File: config.mk
export PLATFORM = sky130hd
export DESIGN_NAME = xbridge_decode
export DESIGN_NICKNAME = d
export VERILOG_FILES = /design/src/xbridge_decode.v
export VERILOG_INCLUDE_DIRS = /design/src
export SDC_FILE = /design/constraint.sdc
export NUM_CORES = 2
export LEC_CHECK = 0
export BUFFER_PORTS_ARGS = -buffer_cell sky130_fd_sc_hd__buf_2
export CORE_MARGIN = 8
export CORE_UTILIZATION = 44
export CTS_BUF_LIST = sky130_fd_sc_hd__clkbuf_4 sky130_fd_sc_hd__clkbuf_8
export CTS_CLUSTER_DIAMETER = 50
export DETAILED_ROUTE_END_ITERATION = 8
export GPL_TIMING_DRIVEN = 0
export PLACE_DENSITY = 0.69
export SLEW_MARGIN = 20
export SYNTH_ARGS = -nofsm -noshare
export SYNTH_HDL_FRONTEND = slang
export SYNTH_SLANG_ARGS = --single-unit
export TNS_END_PERCENT = 50
File: constraint.sdc
create_clock -name REF_CLK -period 8.71 [get_ports REF_CLK]
set_input_delay 0.871 -clock REF_CLK [delete_from_list [all_inputs] [get_ports REF_CLK]]
set_output_delay 0.871 -clock REF_CLK [all_outputs]
set_load 0.02 [all_outputs]
File: src/xbridge_consts.vh
/*
 Constants for the cross-bridge I/O and access decode block.
 Assumes inclusion by bare name from the design file.
*/
`ifndef XBRIDGE_CONSTS_VH
`define XBRIDGE_CONSTS_VH
// Register offsets
`define OFF_CMD 8'h00
`define OFF_CTRL 8'h04
`define OFF_IOWIN 8'h08
`define OFF_MEMTOP 8'h0C
`define OFF_APER 8'h10
`define OFF_MWIN 8'h14
`define OFF_PWIN 8'h18
`define OFF_COMPAT 8'h1C
`define OFF_STAT 8'h20
// Field positions
`define CMD_IO_EN 0
`define CMD_MEM_EN 1
`define CTRL_VGA_EN 0
`define CTRL_MONO 1
`define STAT_INVALID 0
`define STAT_HUB_ABORT 1
// Reset values
`define RST_CMD 32'h0000_0000
`define RST_CTRL 32'h0000_0000
`define RST_IOWIN 32'h0000_0000
`define RST_MEMTOP 32'h0000_0000
`define RST_APER 32'h0000_0000
`define RST_MWIN 32'h0000_0000
`define RST_PWIN 32'h0000_0000
`define RST_COMPAT 32'h0000_0000
// Fixed address figures
`define IO_CFG_ADDR 16'h0CF8
`define IO_CFG_DATA 16'h0CFC
`define COMPAT_LO 32'h000A_0000
`define COMPAT_HI 32'h000F_FFFF
`define LEGACY_LO 32'h000C_0000
`define BLOCK_SHIFT 5
`define PAGE_MASK 32'h0000_0FFF
// Destinations
`define DST_HUB 2'd0
`define DST_PORT 2'd1
`define DST_SELF 2'd2
`endif

File: src/xbridge_decode.v
/*
 Address decode and routing of a host bridge: processor I/O steering,
 hub-link inbound checks, graphics-port inbound checks.
 Assumes every request port is synchronous to REF_CLK and one cycle wide.
*/
`timescale 1ns/10ps
`include "xbridge_consts.vh"
module xbridge_decode #(
  parameter HUB_BLK_SHIFT = 6
) (
  input wire REF_CLK,
  input wire RST_N,
  input wire [7:0] REG_ADDR,
  input wire [31:0] REG_WDATA,
  input wire REG_WR,
  input wire REG_RD,
  output reg [31:0] REG_RDATA,
  input wire IO_REQ,
  input wire IO_WRITE,
  input wire [15:0] IO_ADDR,
  input wire IO_WRAP,
  input wire IO_DISK,
  output reg IO_VALID,
  output reg [1:0] IO_DEST,
  output reg [16:0] IO_OUT_ADDR,
  output reg IO_NONPOSTED,
  input wire IO_DONE,
  output wire IO_CPU_DONE,
  input wire HUB_REQ,
  input wire HUB_IS_IO,
  input wire HUB_WRITE,
  input wire [35:0] HUB_ADDR,
  input wire [8:0] HUB_LEN,
  output reg HUB_VALID,
  output reg [31:0] HUB_OUT_ADDR,
  output reg HUB_BE_ON,
  output reg HUB_SNOOP,
  output reg HUB_ABORT,
  output reg HUB_DROP,
  output reg HUB_ALL_ONES,
  output reg [7:0] HUB_BLK_BAD,
  input wire PORT_REQ,
  input wire PORT_PIPE,
  input wire [1:0] PORT_KIND,
  input wire PORT_WRITE,
  input wire PORT_CFG_SELF,
  input wire [31:0] PORT_ADDR,
  input wire [8:0] PORT_LEN,
  output reg PORT_CLAIM,
  output reg [31:0] PORT_OUT_ADDR,
  output reg PORT_BE_ON,
  output reg PORT_SNOOP,
  output reg [7:0] PORT_BLK_BAD,
  input wire [31:0] PORT_CUR_ADDR,
  input wire PORT_XFER,
  output wire PORT_DISCONNECT
);
  localparam KIND_MEM = 2'd0;
  localparam KIND_IO = 2'd1;
  localparam KIND_SPECIAL = 2'd2;
  localparam KIND_CFG = 2'd3;
  localparam T_NONE = 2'd0;
  localparam T_MEM = 2'd1;
  localparam T_APER = 2'd2;
  localparam T_PORT = 2'd3;
  localparam IO_IDLE = 2'b01;
  localparam IO_WAIT = 2'b10;
  reg [31:0] cmd_q;
  reg [31:0] ctrl_q;
  reg [31:0] iowin_q;
  reg [31:0] memtop_q;
  reg [31:0] aper_q;
  reg [31:0] mwin_q;
  reg [31:0] pwin_q;
  reg [31:0] compat_q;
  reg inv_flag_q;
  reg hub_abort_flag_q;
  reg [1:0] io_st_q;
  reg [1:0] io_st_d;
  wire io_en = cmd_q[`CMD_IO_EN];
  wire mem_en = cmd_q[`CMD_MEM_EN];
  wire vga_en = ctrl_q[`CTRL_VGA_EN];
  wire mono = ctrl_q[`CTRL_MONO];
  // Memory target of one address
  function [1:0] mem_target;
    input [31:0] a;
    input for_port;
    begin
      if (a[31:20] >= aper_q[31:20] && a[31:20] <= aper_q[15:4] && aper_q[31:20] != 12'h000)
        mem_target = T_APER;
      else if (a < {memtop_q[31:20], 20'h0_0000})
        mem_target = T_MEM;
      else if (!for_port && mem_en &&
               ((a[31:20] >= mwin_q[15:4] && a[31:20] <= mwin_q[31:20]) ||
                (a[31:20] >= pwin_q[15:4] && a[31:20] <= pwin_q[31:20])))
        mem_target = T_PORT;
      else
        mem_target = T_NONE;
    end
  endfunction
  function is_compat;
    input [31:0] a;
    begin
      is_compat = (a >= `COMPAT_LO) && (a <= `COMPAT_HI);
    end
  endfunction
  // Index of a 16 kB legacy segment into the attribute bit pairs
  function [3:0] compat_idx;
    input [31:0] a;
    begin
      compat_idx = (a < `LEGACY_LO) ? 4'd0 : a[17:14] + 4'd0;
    end
  endfunction
  // I/O routing
  // Monochrome adapter port addresses
  function mono_port;
    input [15:0] a;
    begin
      case (a)
        16'h03B4, 16'h03B5, 16'h03B8: mono_port = 1'b1;
        16'h03B9, 16'h03BA, 16'h03BF: mono_port = 1'b1;
        default: mono_port = 1'b0;
      endcase
    end
  endfunction
  wire io_mono = mono_port(IO_ADDR);
  wire io_vga = (IO_ADDR[15:10] == 6'd0) && (IO_ADDR[9:4] >= 6'h3B) && (IO_ADDR[9:4] <= 6'h3D);
  wire win_ok = iowin_q[15:12] >= iowin_q[7:4];
  wire io_win = win_ok && IO_ADDR[15:12] >= iowin_q[7:4] && IO_ADDR[15:12] <= iowin_q[15:12];
  wire io_self = (IO_ADDR[15:2] == `IO_CFG_ADDR >> 2) || (IO_ADDR[15:2] == `IO_CFG_DATA >> 2);
  reg [1:0] io_dest_c;
  always @* begin
    io_dest_c = `DST_HUB;
    if (io_self)
      io_dest_c = `DST_SELF;
    else if (mono && io_mono)
      io_dest_c = `DST_HUB;
    else if (io_en && vga_en && io_vga)
      io_dest_c = `DST_PORT;
    else if (io_en && io_win)
      io_dest_c = `DST_PORT;
  end
  always @* begin
    io_st_d = io_st_q;
    case (io_st_q)
      IO_IDLE: if (IO_REQ && IO_WRITE && IO_DISK) io_st_d = IO_WAIT;
      IO_WAIT: if (IO_DONE) io_st_d = IO_IDLE;
      default: io_st_d = IO_IDLE;
    endcase
  end
  // Disk writes finish only once the target reports done
  assign IO_CPU_DONE = (io_st_q == IO_WAIT) ? IO_DONE : IO_VALID && !IO_NONPOSTED;
  // Hub-link checks
  wire [35:0] hub_last36 = HUB_ADDR + {27'd0, HUB_LEN} - 36'd1;
  wire [31:0] hub_last = hub_last36[31:0];
  wire [1:0] hub_t0 = mem_target(HUB_ADDR[31:0], 1'b0);
  wire hub_vga = HUB_ADDR[31:17] == 15'h0005 && vga_en && io_en;
  wire hub_ok0 = (hub_t0 == T_MEM || hub_t0 == T_APER) || (hub_t0 == T_PORT && HUB_WRITE) ||
                 (hub_vga && HUB_WRITE);
  wire hub_high = HUB_ADDR[35:32] != 4'd0;
  wire [7:0] hub_bad_c;
  genvar g;
  generate
    for (g = 0; g < 8; g = g + 1) begin : hub_blk
      wire [31:0] blk_a = ((HUB_ADDR[31:0] >> HUB_BLK_SHIFT) + g) << HUB_BLK_SHIFT;
      wire used = (blk_a >> HUB_BLK_SHIFT) <= (hub_last >> HUB_BLK_SHIFT);
      // Blocks off the starting target are bad; invalid start spoils all
      assign hub_bad_c[g] = used && (!hub_ok0 || (g != 0 && mem_target(blk_a, 1'b0) != hub_t0));
    end
  endgenerate
  // Graphics-port checks
  wire [1:0] port_t = mem_target(PORT_ADDR, 1'b1);
  wire [1:0] cpair = compat_q[{compat_idx(PORT_ADDR), 1'b0} +: 2];
  wire compat_ok = PORT_WRITE ? cpair[1] : cpair[0];
  wire port_mem = port_t == T_MEM || port_t == T_APER;
  wire port_claim_c = PORT_KIND == KIND_CFG ? PORT_CFG_SELF :
                      PORT_KIND != KIND_MEM ? 1'b0 :
                      is_compat(PORT_ADDR) ? compat_ok : port_mem;
  wire [31:0] port_last = PORT_ADDR + {23'd0, PORT_LEN} - 32'd1;
  wire [7:0] port_bad_c;
  generate
    for (g = 0; g < 8; g = g + 1) begin : port_blk
      wire [31:0] blk_a = ((PORT_ADDR >> `BLOCK_SHIFT) + g) << `BLOCK_SHIFT;
      wire used = (blk_a >> `BLOCK_SHIFT) <= (port_last >> `BLOCK_SHIFT);
      wire [1:0] t = mem_target(blk_a, 1'b1);
      assign port_bad_c[g] = used && ((t != T_MEM && t != T_APER) || is_compat(blk_a));
    end
  endgenerate
  // Disconnect when the next data phase opens a new 4 kB page
  assign PORT_DISCONNECT = PORT_XFER && ((PORT_CUR_ADDR & `PAGE_MASK) == 32'h0000_0FFC);
  // Hub-link response for the request in this cycle
  reg hub_valid_d;
  reg [31:0] hub_out_addr_d;
  reg hub_be_on_d;
  reg hub_snoop_d;
  reg hub_abort_d;
  reg hub_drop_d;
  reg hub_all_ones_d;
  reg [7:0] hub_blk_bad_d;
  always @* begin
    hub_valid_d = 1'b0;
    hub_out_addr_d = HUB_ADDR[31:0];
    hub_be_on_d = 1'b1;
    hub_snoop_d = 1'b0;
    hub_abort_d = 1'b0;
    hub_drop_d = 1'b0;
    hub_all_ones_d = 1'b0;
    hub_blk_bad_d = 8'h00;
    if (HUB_REQ) begin
      hub_blk_bad_d = hub_bad_c;
      if (HUB_IS_IO) begin
        hub_abort_d = 1'b1;
      end else if (hub_high) begin
        hub_out_addr_d = 32'h0000_0000;
        hub_valid_d = !HUB_WRITE;
        hub_be_on_d = !HUB_WRITE;
        hub_abort_d = !HUB_WRITE;
        hub_drop_d = HUB_WRITE;
      end else begin
        hub_valid_d = 1'b1;
        hub_snoop_d = 1'b1;
        hub_abort_d = hub_bad_c != 8'h00;
        hub_all_ones_d = !HUB_WRITE && hub_bad_c != 8'h00;
        if (!hub_ok0) begin
          hub_out_addr_d = 32'h0000_0000;
          hub_be_on_d = !HUB_WRITE;
        end
      end
    end
  end
  // Graphics-port response for the request in this cycle
  reg port_claim_d;
  reg [31:0] port_out_addr_d;
  reg port_be_on_d;
  reg [7:0] port_blk_bad_d;
  always @* begin
    port_claim_d = 1'b0;
    port_out_addr_d = PORT_ADDR;
    port_be_on_d = 1'b1;
    port_blk_bad_d = 8'h00;
    if (PORT_REQ && PORT_PIPE) begin
      port_claim_d = 1'b1;
      port_blk_bad_d = port_bad_c;
      if (port_bad_c[0]) begin
        port_out_addr_d = 32'h0000_0000;
        port_be_on_d = !PORT_WRITE;
      end
    end else if (PORT_REQ) begin
      port_claim_d = port_claim_c;
    end
  end
  // Configuration registers and read port
  always @(posedge REF_CLK or negedge RST_N) begin
    if (!RST_N) begin
      cmd_q <= `RST_CMD;
      ctrl_q <= `RST_CTRL;
      iowin_q <= `RST_IOWIN;
      memtop_q <= `RST_MEMTOP;
      aper_q <= `RST_APER;
      mwin_q <= `RST_MWIN;
      pwin_q <= `RST_PWIN;
      compat_q <= `RST_COMPAT;
      REG_RDATA <= 32'h0000_0000;
    end else begin
      if (REG_WR) begin
        case (REG_ADDR)
          `OFF_CMD: cmd_q <= REG_WDATA & 32'h0000_0003;
          `OFF_CTRL: ctrl_q <= REG_WDATA & 32'h0000_0003;
          `OFF_IOWIN: iowin_q <= REG_WDATA & 32'h0000_F0F0;
          `OFF_MEMTOP: memtop_q <= REG_WDATA & 32'hFFF0_0000;
          `OFF_APER: aper_q <= REG_WDATA & 32'hFFF0_FFF0;
          `OFF_MWIN: mwin_q <= REG_WDATA & 32'hFFF0_FFF0;
          `OFF_PWIN: pwin_q <= REG_WDATA & 32'hFFF0_FFF0;
          `OFF_COMPAT: compat_q <= REG_WDATA;
          default: ;
        endcase
      end
      if (REG_RD) begin
        case (REG_ADDR)
          `OFF_CMD: REG_RDATA <= cmd_q;
          `OFF_CTRL: REG_RDATA <= ctrl_q;
          `OFF_IOWIN: REG_RDATA <= iowin_q;
          `OFF_MEMTOP: REG_RDATA <= memtop_q;
          `OFF_APER: REG_RDATA <= aper_q;
          `OFF_MWIN: REG_RDATA <= mwin_q;
          `OFF_PWIN: REG_RDATA <= pwin_q;
          `OFF_COMPAT: REG_RDATA <= compat_q;
          `OFF_STAT: REG_RDATA <= {30'd0, hub_abort_flag_q, inv_flag_q};
          default: REG_RDATA <= 32'h0000_0000;
        endcase
      end
    end
  end
  // Error flags: set wins over write-one-to-clear
  always @(posedge REF_CLK or negedge RST_N) begin
    if (!RST_N) begin
      inv_flag_q <= 1'b0;
      hub_abort_flag_q <= 1'b0;
    end else begin
      if (PORT_REQ && PORT_PIPE && port_bad_c != 8'h00)
        inv_flag_q <= 1'b1;
      else if (REG_WR && REG_ADDR == `OFF_STAT && REG_WDATA[`STAT_INVALID])
        inv_flag_q <= 1'b0;
      if (HUB_REQ && (HUB_IS_IO || hub_bad_c != 8'h00 || hub_high))
        hub_abort_flag_q <= 1'b1;
      else if (REG_WR && REG_ADDR == `OFF_STAT && REG_WDATA[`STAT_HUB_ABORT])
        hub_abort_flag_q <= 1'b0;
    end
  end
  // Processor I/O forwarding
  always @(posedge REF_CLK or negedge RST_N) begin
    if (!RST_N) begin
      io_st_q <= IO_IDLE;
      IO_VALID <= 1'b0;
      IO_DEST <= `DST_HUB;
      IO_OUT_ADDR <= 17'h0_0000;
      IO_NONPOSTED <= 1'b0;
    end else begin
      io_st_q <= io_st_d;
      IO_VALID <= IO_REQ && io_dest_c != `DST_SELF;
      IO_DEST <= io_dest_c;
      IO_OUT_ADDR <= {IO_WRAP, IO_ADDR};
      IO_NONPOSTED <= IO_REQ && IO_WRITE && IO_DISK;
    end
  end
  // Hub-link answer registers
  always @(posedge REF_CLK or negedge RST_N) begin
    if (!RST_N) begin
      HUB_VALID <= 1'b0;
      HUB_OUT_ADDR <= 32'h0000_0000;
      HUB_BE_ON <= 1'b0;
      HUB_SNOOP <= 1'b0;
      HUB_ABORT <= 1'b0;
      HUB_DROP <= 1'b0;
      HUB_ALL_ONES <= 1'b0;
      HUB_BLK_BAD <= 8'h00;
    end else begin
      HUB_VALID <= hub_valid_d;
      HUB_OUT_ADDR <= hub_out_addr_d;
      HUB_BE_ON <= hub_be_on_d;
      HUB_SNOOP <= hub_snoop_d;
      HUB_ABORT <= hub_abort_d;
      HUB_DROP <= hub_drop_d;
      HUB_ALL_ONES <= hub_all_ones_d;
      HUB_BLK_BAD <= hub_blk_bad_d;
    end
  end
  // Graphics-port answer registers
  always @(posedge REF_CLK or negedge RST_N) begin
    if (!RST_N) begin
      PORT_CLAIM <= 1'b0;
      PORT_OUT_ADDR <= 32'h0000_0000;
      PORT_BE_ON <= 1'b0;
      PORT_SNOOP <= 1'b0;
      PORT_BLK_BAD <= 8'h00;
    end else begin
      PORT_CLAIM <= port_claim_d;
      PORT_OUT_ADDR <= port_out_addr_d;
      PORT_BE_ON <= port_be_on_d;
      PORT_SNOOP <= 1'b0;
      PORT_BLK_BAD <= port_blk_bad_d;
    end
  end
endmodule

==> key figures <==
Run status
  – Status: completed

Clock network
  – CTS tree: done
  – Worst-path clk slew: 0.06 ns
  – Num CTS Buffers: 54
  – Clock sink count: 273
  – Max Root-Sink Buffers: 3
  – Root Driver: clkbuf_8
  – Clk Latency, worst-skew pair: 0.78 ns
  – H-tree levels: 2
  – Buffers inserted by post-CTS timing repair: 0

Critical path
  – CP Class: primary input to register
  – Startpoint Class: primary input
  – CP max stage cell: xor2_1
  – Critical path required time: 9.29 ns
  – CP Capture Type: register
  – WP data arrival: 8.89 ns
  – WP buf/inv: 4
  – Top delay family on crit path: compound AO/OA/AOI/OAI gates
  – Most Frequent Cell on Critical Path: ha_1
  – Max stage delay on crit path: 0.78 ns
  – CP Max Fanout: 10

Timing
  – Max_slew headroom: 16.2%
  – Final Hold Viols: 0
  – Unrepaired setup endpoints after global routing: false
  – Worst-margin pin slew: 1.26 ns
  – Hold Slack: 0.246 ns
  – Endpoints failing setup: 0
  – Final period util: 95.4%
  – Final setup skew: 0.0590 ns
  – Final setup margin: 0.403 ns
  – Fmax: 120 MHz
  – Final Max Tran Viols: 0
  – Total negative slack: 0 ns
  – Minimum clock period: 8.31 ns

Flow run
  – Maxcap violations: 0

Finish
  – # nets final: 7916
  – Commonest non-fill, non-tap cell in the layout: ha_1
  – Layout cells sized above 1: 13.3%
  – Most frequent cells in the layout: ha_1, a21oi_1, nor2_1
  – Layout area overhead: 13.1%
  – Final core occ: 50.1%

Power and ir drop
  – PD cells: 117 nW/um2
  – Sequential cell fraction of total power: 21.3%
  – Leakage: 26.0 nW
  – Net Sw Power: 3.01 mW
  – Switching Share: 45.7%
  – Total power: 6.59 mW
  – Peak VDD IR: 0.000136 V
  – Internal: 3.58 mW
  – Gate power share: 55.6%
  – Clock group share of total power: 23.2%

Placement
  – Routability congestion estimate: 1.03
  – PortBufs: 313
  – Placement Setup Slack: -0.949 ns
  – HPWL Detailed: 168000 um

Die
  – Number of primary I/O pins: 337
  – Die Y: 353 um
  – Die area: 124000 um2
  – Starting Density: 44.3%
  – Core Region: 112000 um2
  – Std cell rows: 123
  – Die Wd: 353 um

Routing
  – Drt pass-1 iters: 6
  – DRT Wirelength: 210000 um
  – WL/cell: 27.2 um
  – Residual DRC: 0
  – Final ANT Viol Nets: 0
  – Vias per cell: 6.38
  – Vias post-DR: 49400
  – First DRT Iteration DRCs: 4898

Logic synthesis
  – Synth Flop Type: dfrtp_1
  – Synth Area per Inst: 8.67 um2
  – Post-synth cell types: 98
  – YS warnings: 0
  – Netlist Area Pre-Place: 49900 um2
  – Post-Syn Nets: 7470
  – Synth Register Bits: 273
  – Number of synthesized flops with an enable pin: 0
  – Ys async rst share: 100%
  – Register area share after synthesis: 13.7%
  – Gate Count Post-Synth: 5753

Global routing
  – Overflow after GRT: 0
  – Initial antenna violation count: 4
  – Via count of the first global-routing pass: 48600
  – Largest net degree at the start of global routing: 95
  – First-pass GRT wire length: 309000 um
  – GRT Resource Usage Total: 32.3%

Min path
  – Hold Path Class: primary input to register
## final cells by class
| cell class | count | area, um2 |
|---|---|---|
| fill | 10600 | 56100 |
| multi-input combinational | 5072 | 42300 |
| sequential | 273 | 6840 |
| timing repair buffer | 392 | 2550 |
| tap | 1500 | 1880 |
| inverter | 298 | 1120 |
| clock buffer | 80 | 1010 |
| buffer | 108 | 452 |
| clock inverter | 16 | 234 |
| antenna | 5 | 12.5 |
## metrics by stage
stage / instance area, um2 / std cells
detailed placement: 55100 / 7644
global placement: 53300 / 7566
floorplan: 49900 / 5753
global route: 56400 / 7743
finish: 56400 / 7744
CTS: 56300 / 7741
## Yosys cell counts, types with 10 or more instances
master / count / share of area [%]
inv_2: 18 / 0.14
and2_1: 21 / 0.26
a21oi_1: 421 / 4.2
buf_2: 10 / 0.10
nor3b_1: 14 / 0.21
clkinv_1: 13 / 0.098
xnor2_1: 356 / 6.3
mux2i_1: 27 / 0.54
nand2b_1: 54 / 0.68
o21ai_0: 280 / 2.8
a31oi_1: 37 / 0.46
a2111oi_0: 26 / 0.46
o21a_1: 66 / 0.99
a21o_1: 241 / 3.6
o31a_1: 13 / 0.23
a41oi_1: 10 / 0.18
a211oi_1: 63 / 0.95
o211ai_1: 60 / 0.90
dfrtp_1: 272 / 14
ha_1: 1524 / 38
or4_1: 11 / 0.17
clkbuf_1: 84 / 0.63
mux2_2: 129 / 2.9
nor3_1: 123 / 1.2
nand3_1: 135 / 1.4
inv_1: 267 / 2.0
nand4_1: 256 / 3.2
a211o_1: 21 / 0.37
o31ai_1: 15 / 0.23
and4_1: 22 / 0.39
or2_2: 12 / 0.15
or3_1: 21 / 0.26
and3_1: 27 / 0.34
nand2_1: 320 / 2.4
xor2_1: 28 / 0.49
nor2_1: 398 / 3.0
nor4_1: 41 / 0.51
a221oi_1: 37 / 0.65
o21bai_1: 20 / 0.30
nor2b_1: 80 / 1.0
## state kept, by name (all words and copies together) (netlist names), 8 cells and up
register / count
PORT_BLK_BAD: 8
REG_RDATA: 32
memtop_q: 12
HUB_BLK_BAD: 8
iowin_q: 8
compat_q: 32
pwin_q: 24
mwin_q: 24
aper_q: 24
HUB_OUT_ADDR: 32
PORT_OUT_ADDR: 32
IO_OUT_ADDR: 17
## per-layer routing
| metal | up-vias | share of wire [%] | global-route usage, % |
|---|---|---|---|
| met5 | - | 0 | 0 |
| met4 | 0 | 7.5 | 20.6 |
| met3 | 681 | 9.9 | 6.90 |
| met2 | 2651 | 43 | 50.1 |
| met1 | 23400 | 40 | 40.4 |
| li1 | 22600 | - | - |
## timing repair
item | 4_1_cts | 5_1_grt
endpoints found under the setup margin | 30 | 30
endpoints found under the hold margin | 1 | 0
cloned | 0 | 0
hold buffers | 1 | 0
resized for setup | 1 | 2
## worst paths after layout
check / endpoint / slack [ns] / startpoint / cells past startpoint
max reg2reg: hub_abort_flag_q / 2.08 / aper_q[11] / 17
max in group asynchronous: aper_q[4] / 7.20 / RST_N / 3
min in group asynchronous: PORT_OUT_ADDR[0] / 0.62 / RST_N / 2
min: IO_OUT_ADDR[16] / 0.25 / IO_WRAP / 1
max: hub_abort_flag_q / 0.40 / HUB_ADDR[7] / 26
min reg2reg: REG_RDATA[1] / 0.52 / REG_RDATA[1] / 2
## kinds of logic after synthesis
kind of cell | count (synthesis) | share of synthesized area [%]
buf+inv | 408 | 3.16
simple gates | 1582 | 16.0
flops | 273 | 13.7
other cells | 1 | 0.00752
mux | 163 | 3.77
compound gates | 1417 | 18.3
xor+xnor | 385 | 6.78
fa+ha+maj | 1524 | 38.2
## power groups by stage
| stage | Sequential, mW | Clock [mW] | Combinational (mW) |
|---|---|---|---|
| 2_1_floorplan | 1.47 | 0 | 2.22 |
| 3_3_place_gp | 1.42 | 0 | 3.33 |
| 3_5_place_dp | 1.42 | 0 | 3.53 |
| 4_1_cts | 1.40 | 1.57 | 3.56 |
| 5_1_grt | 1.41 | 1.62 | 4.02 |
| 6_report | 1.40 | 1.53 | 3.66 |
Power figures use the tool's default switching activity.
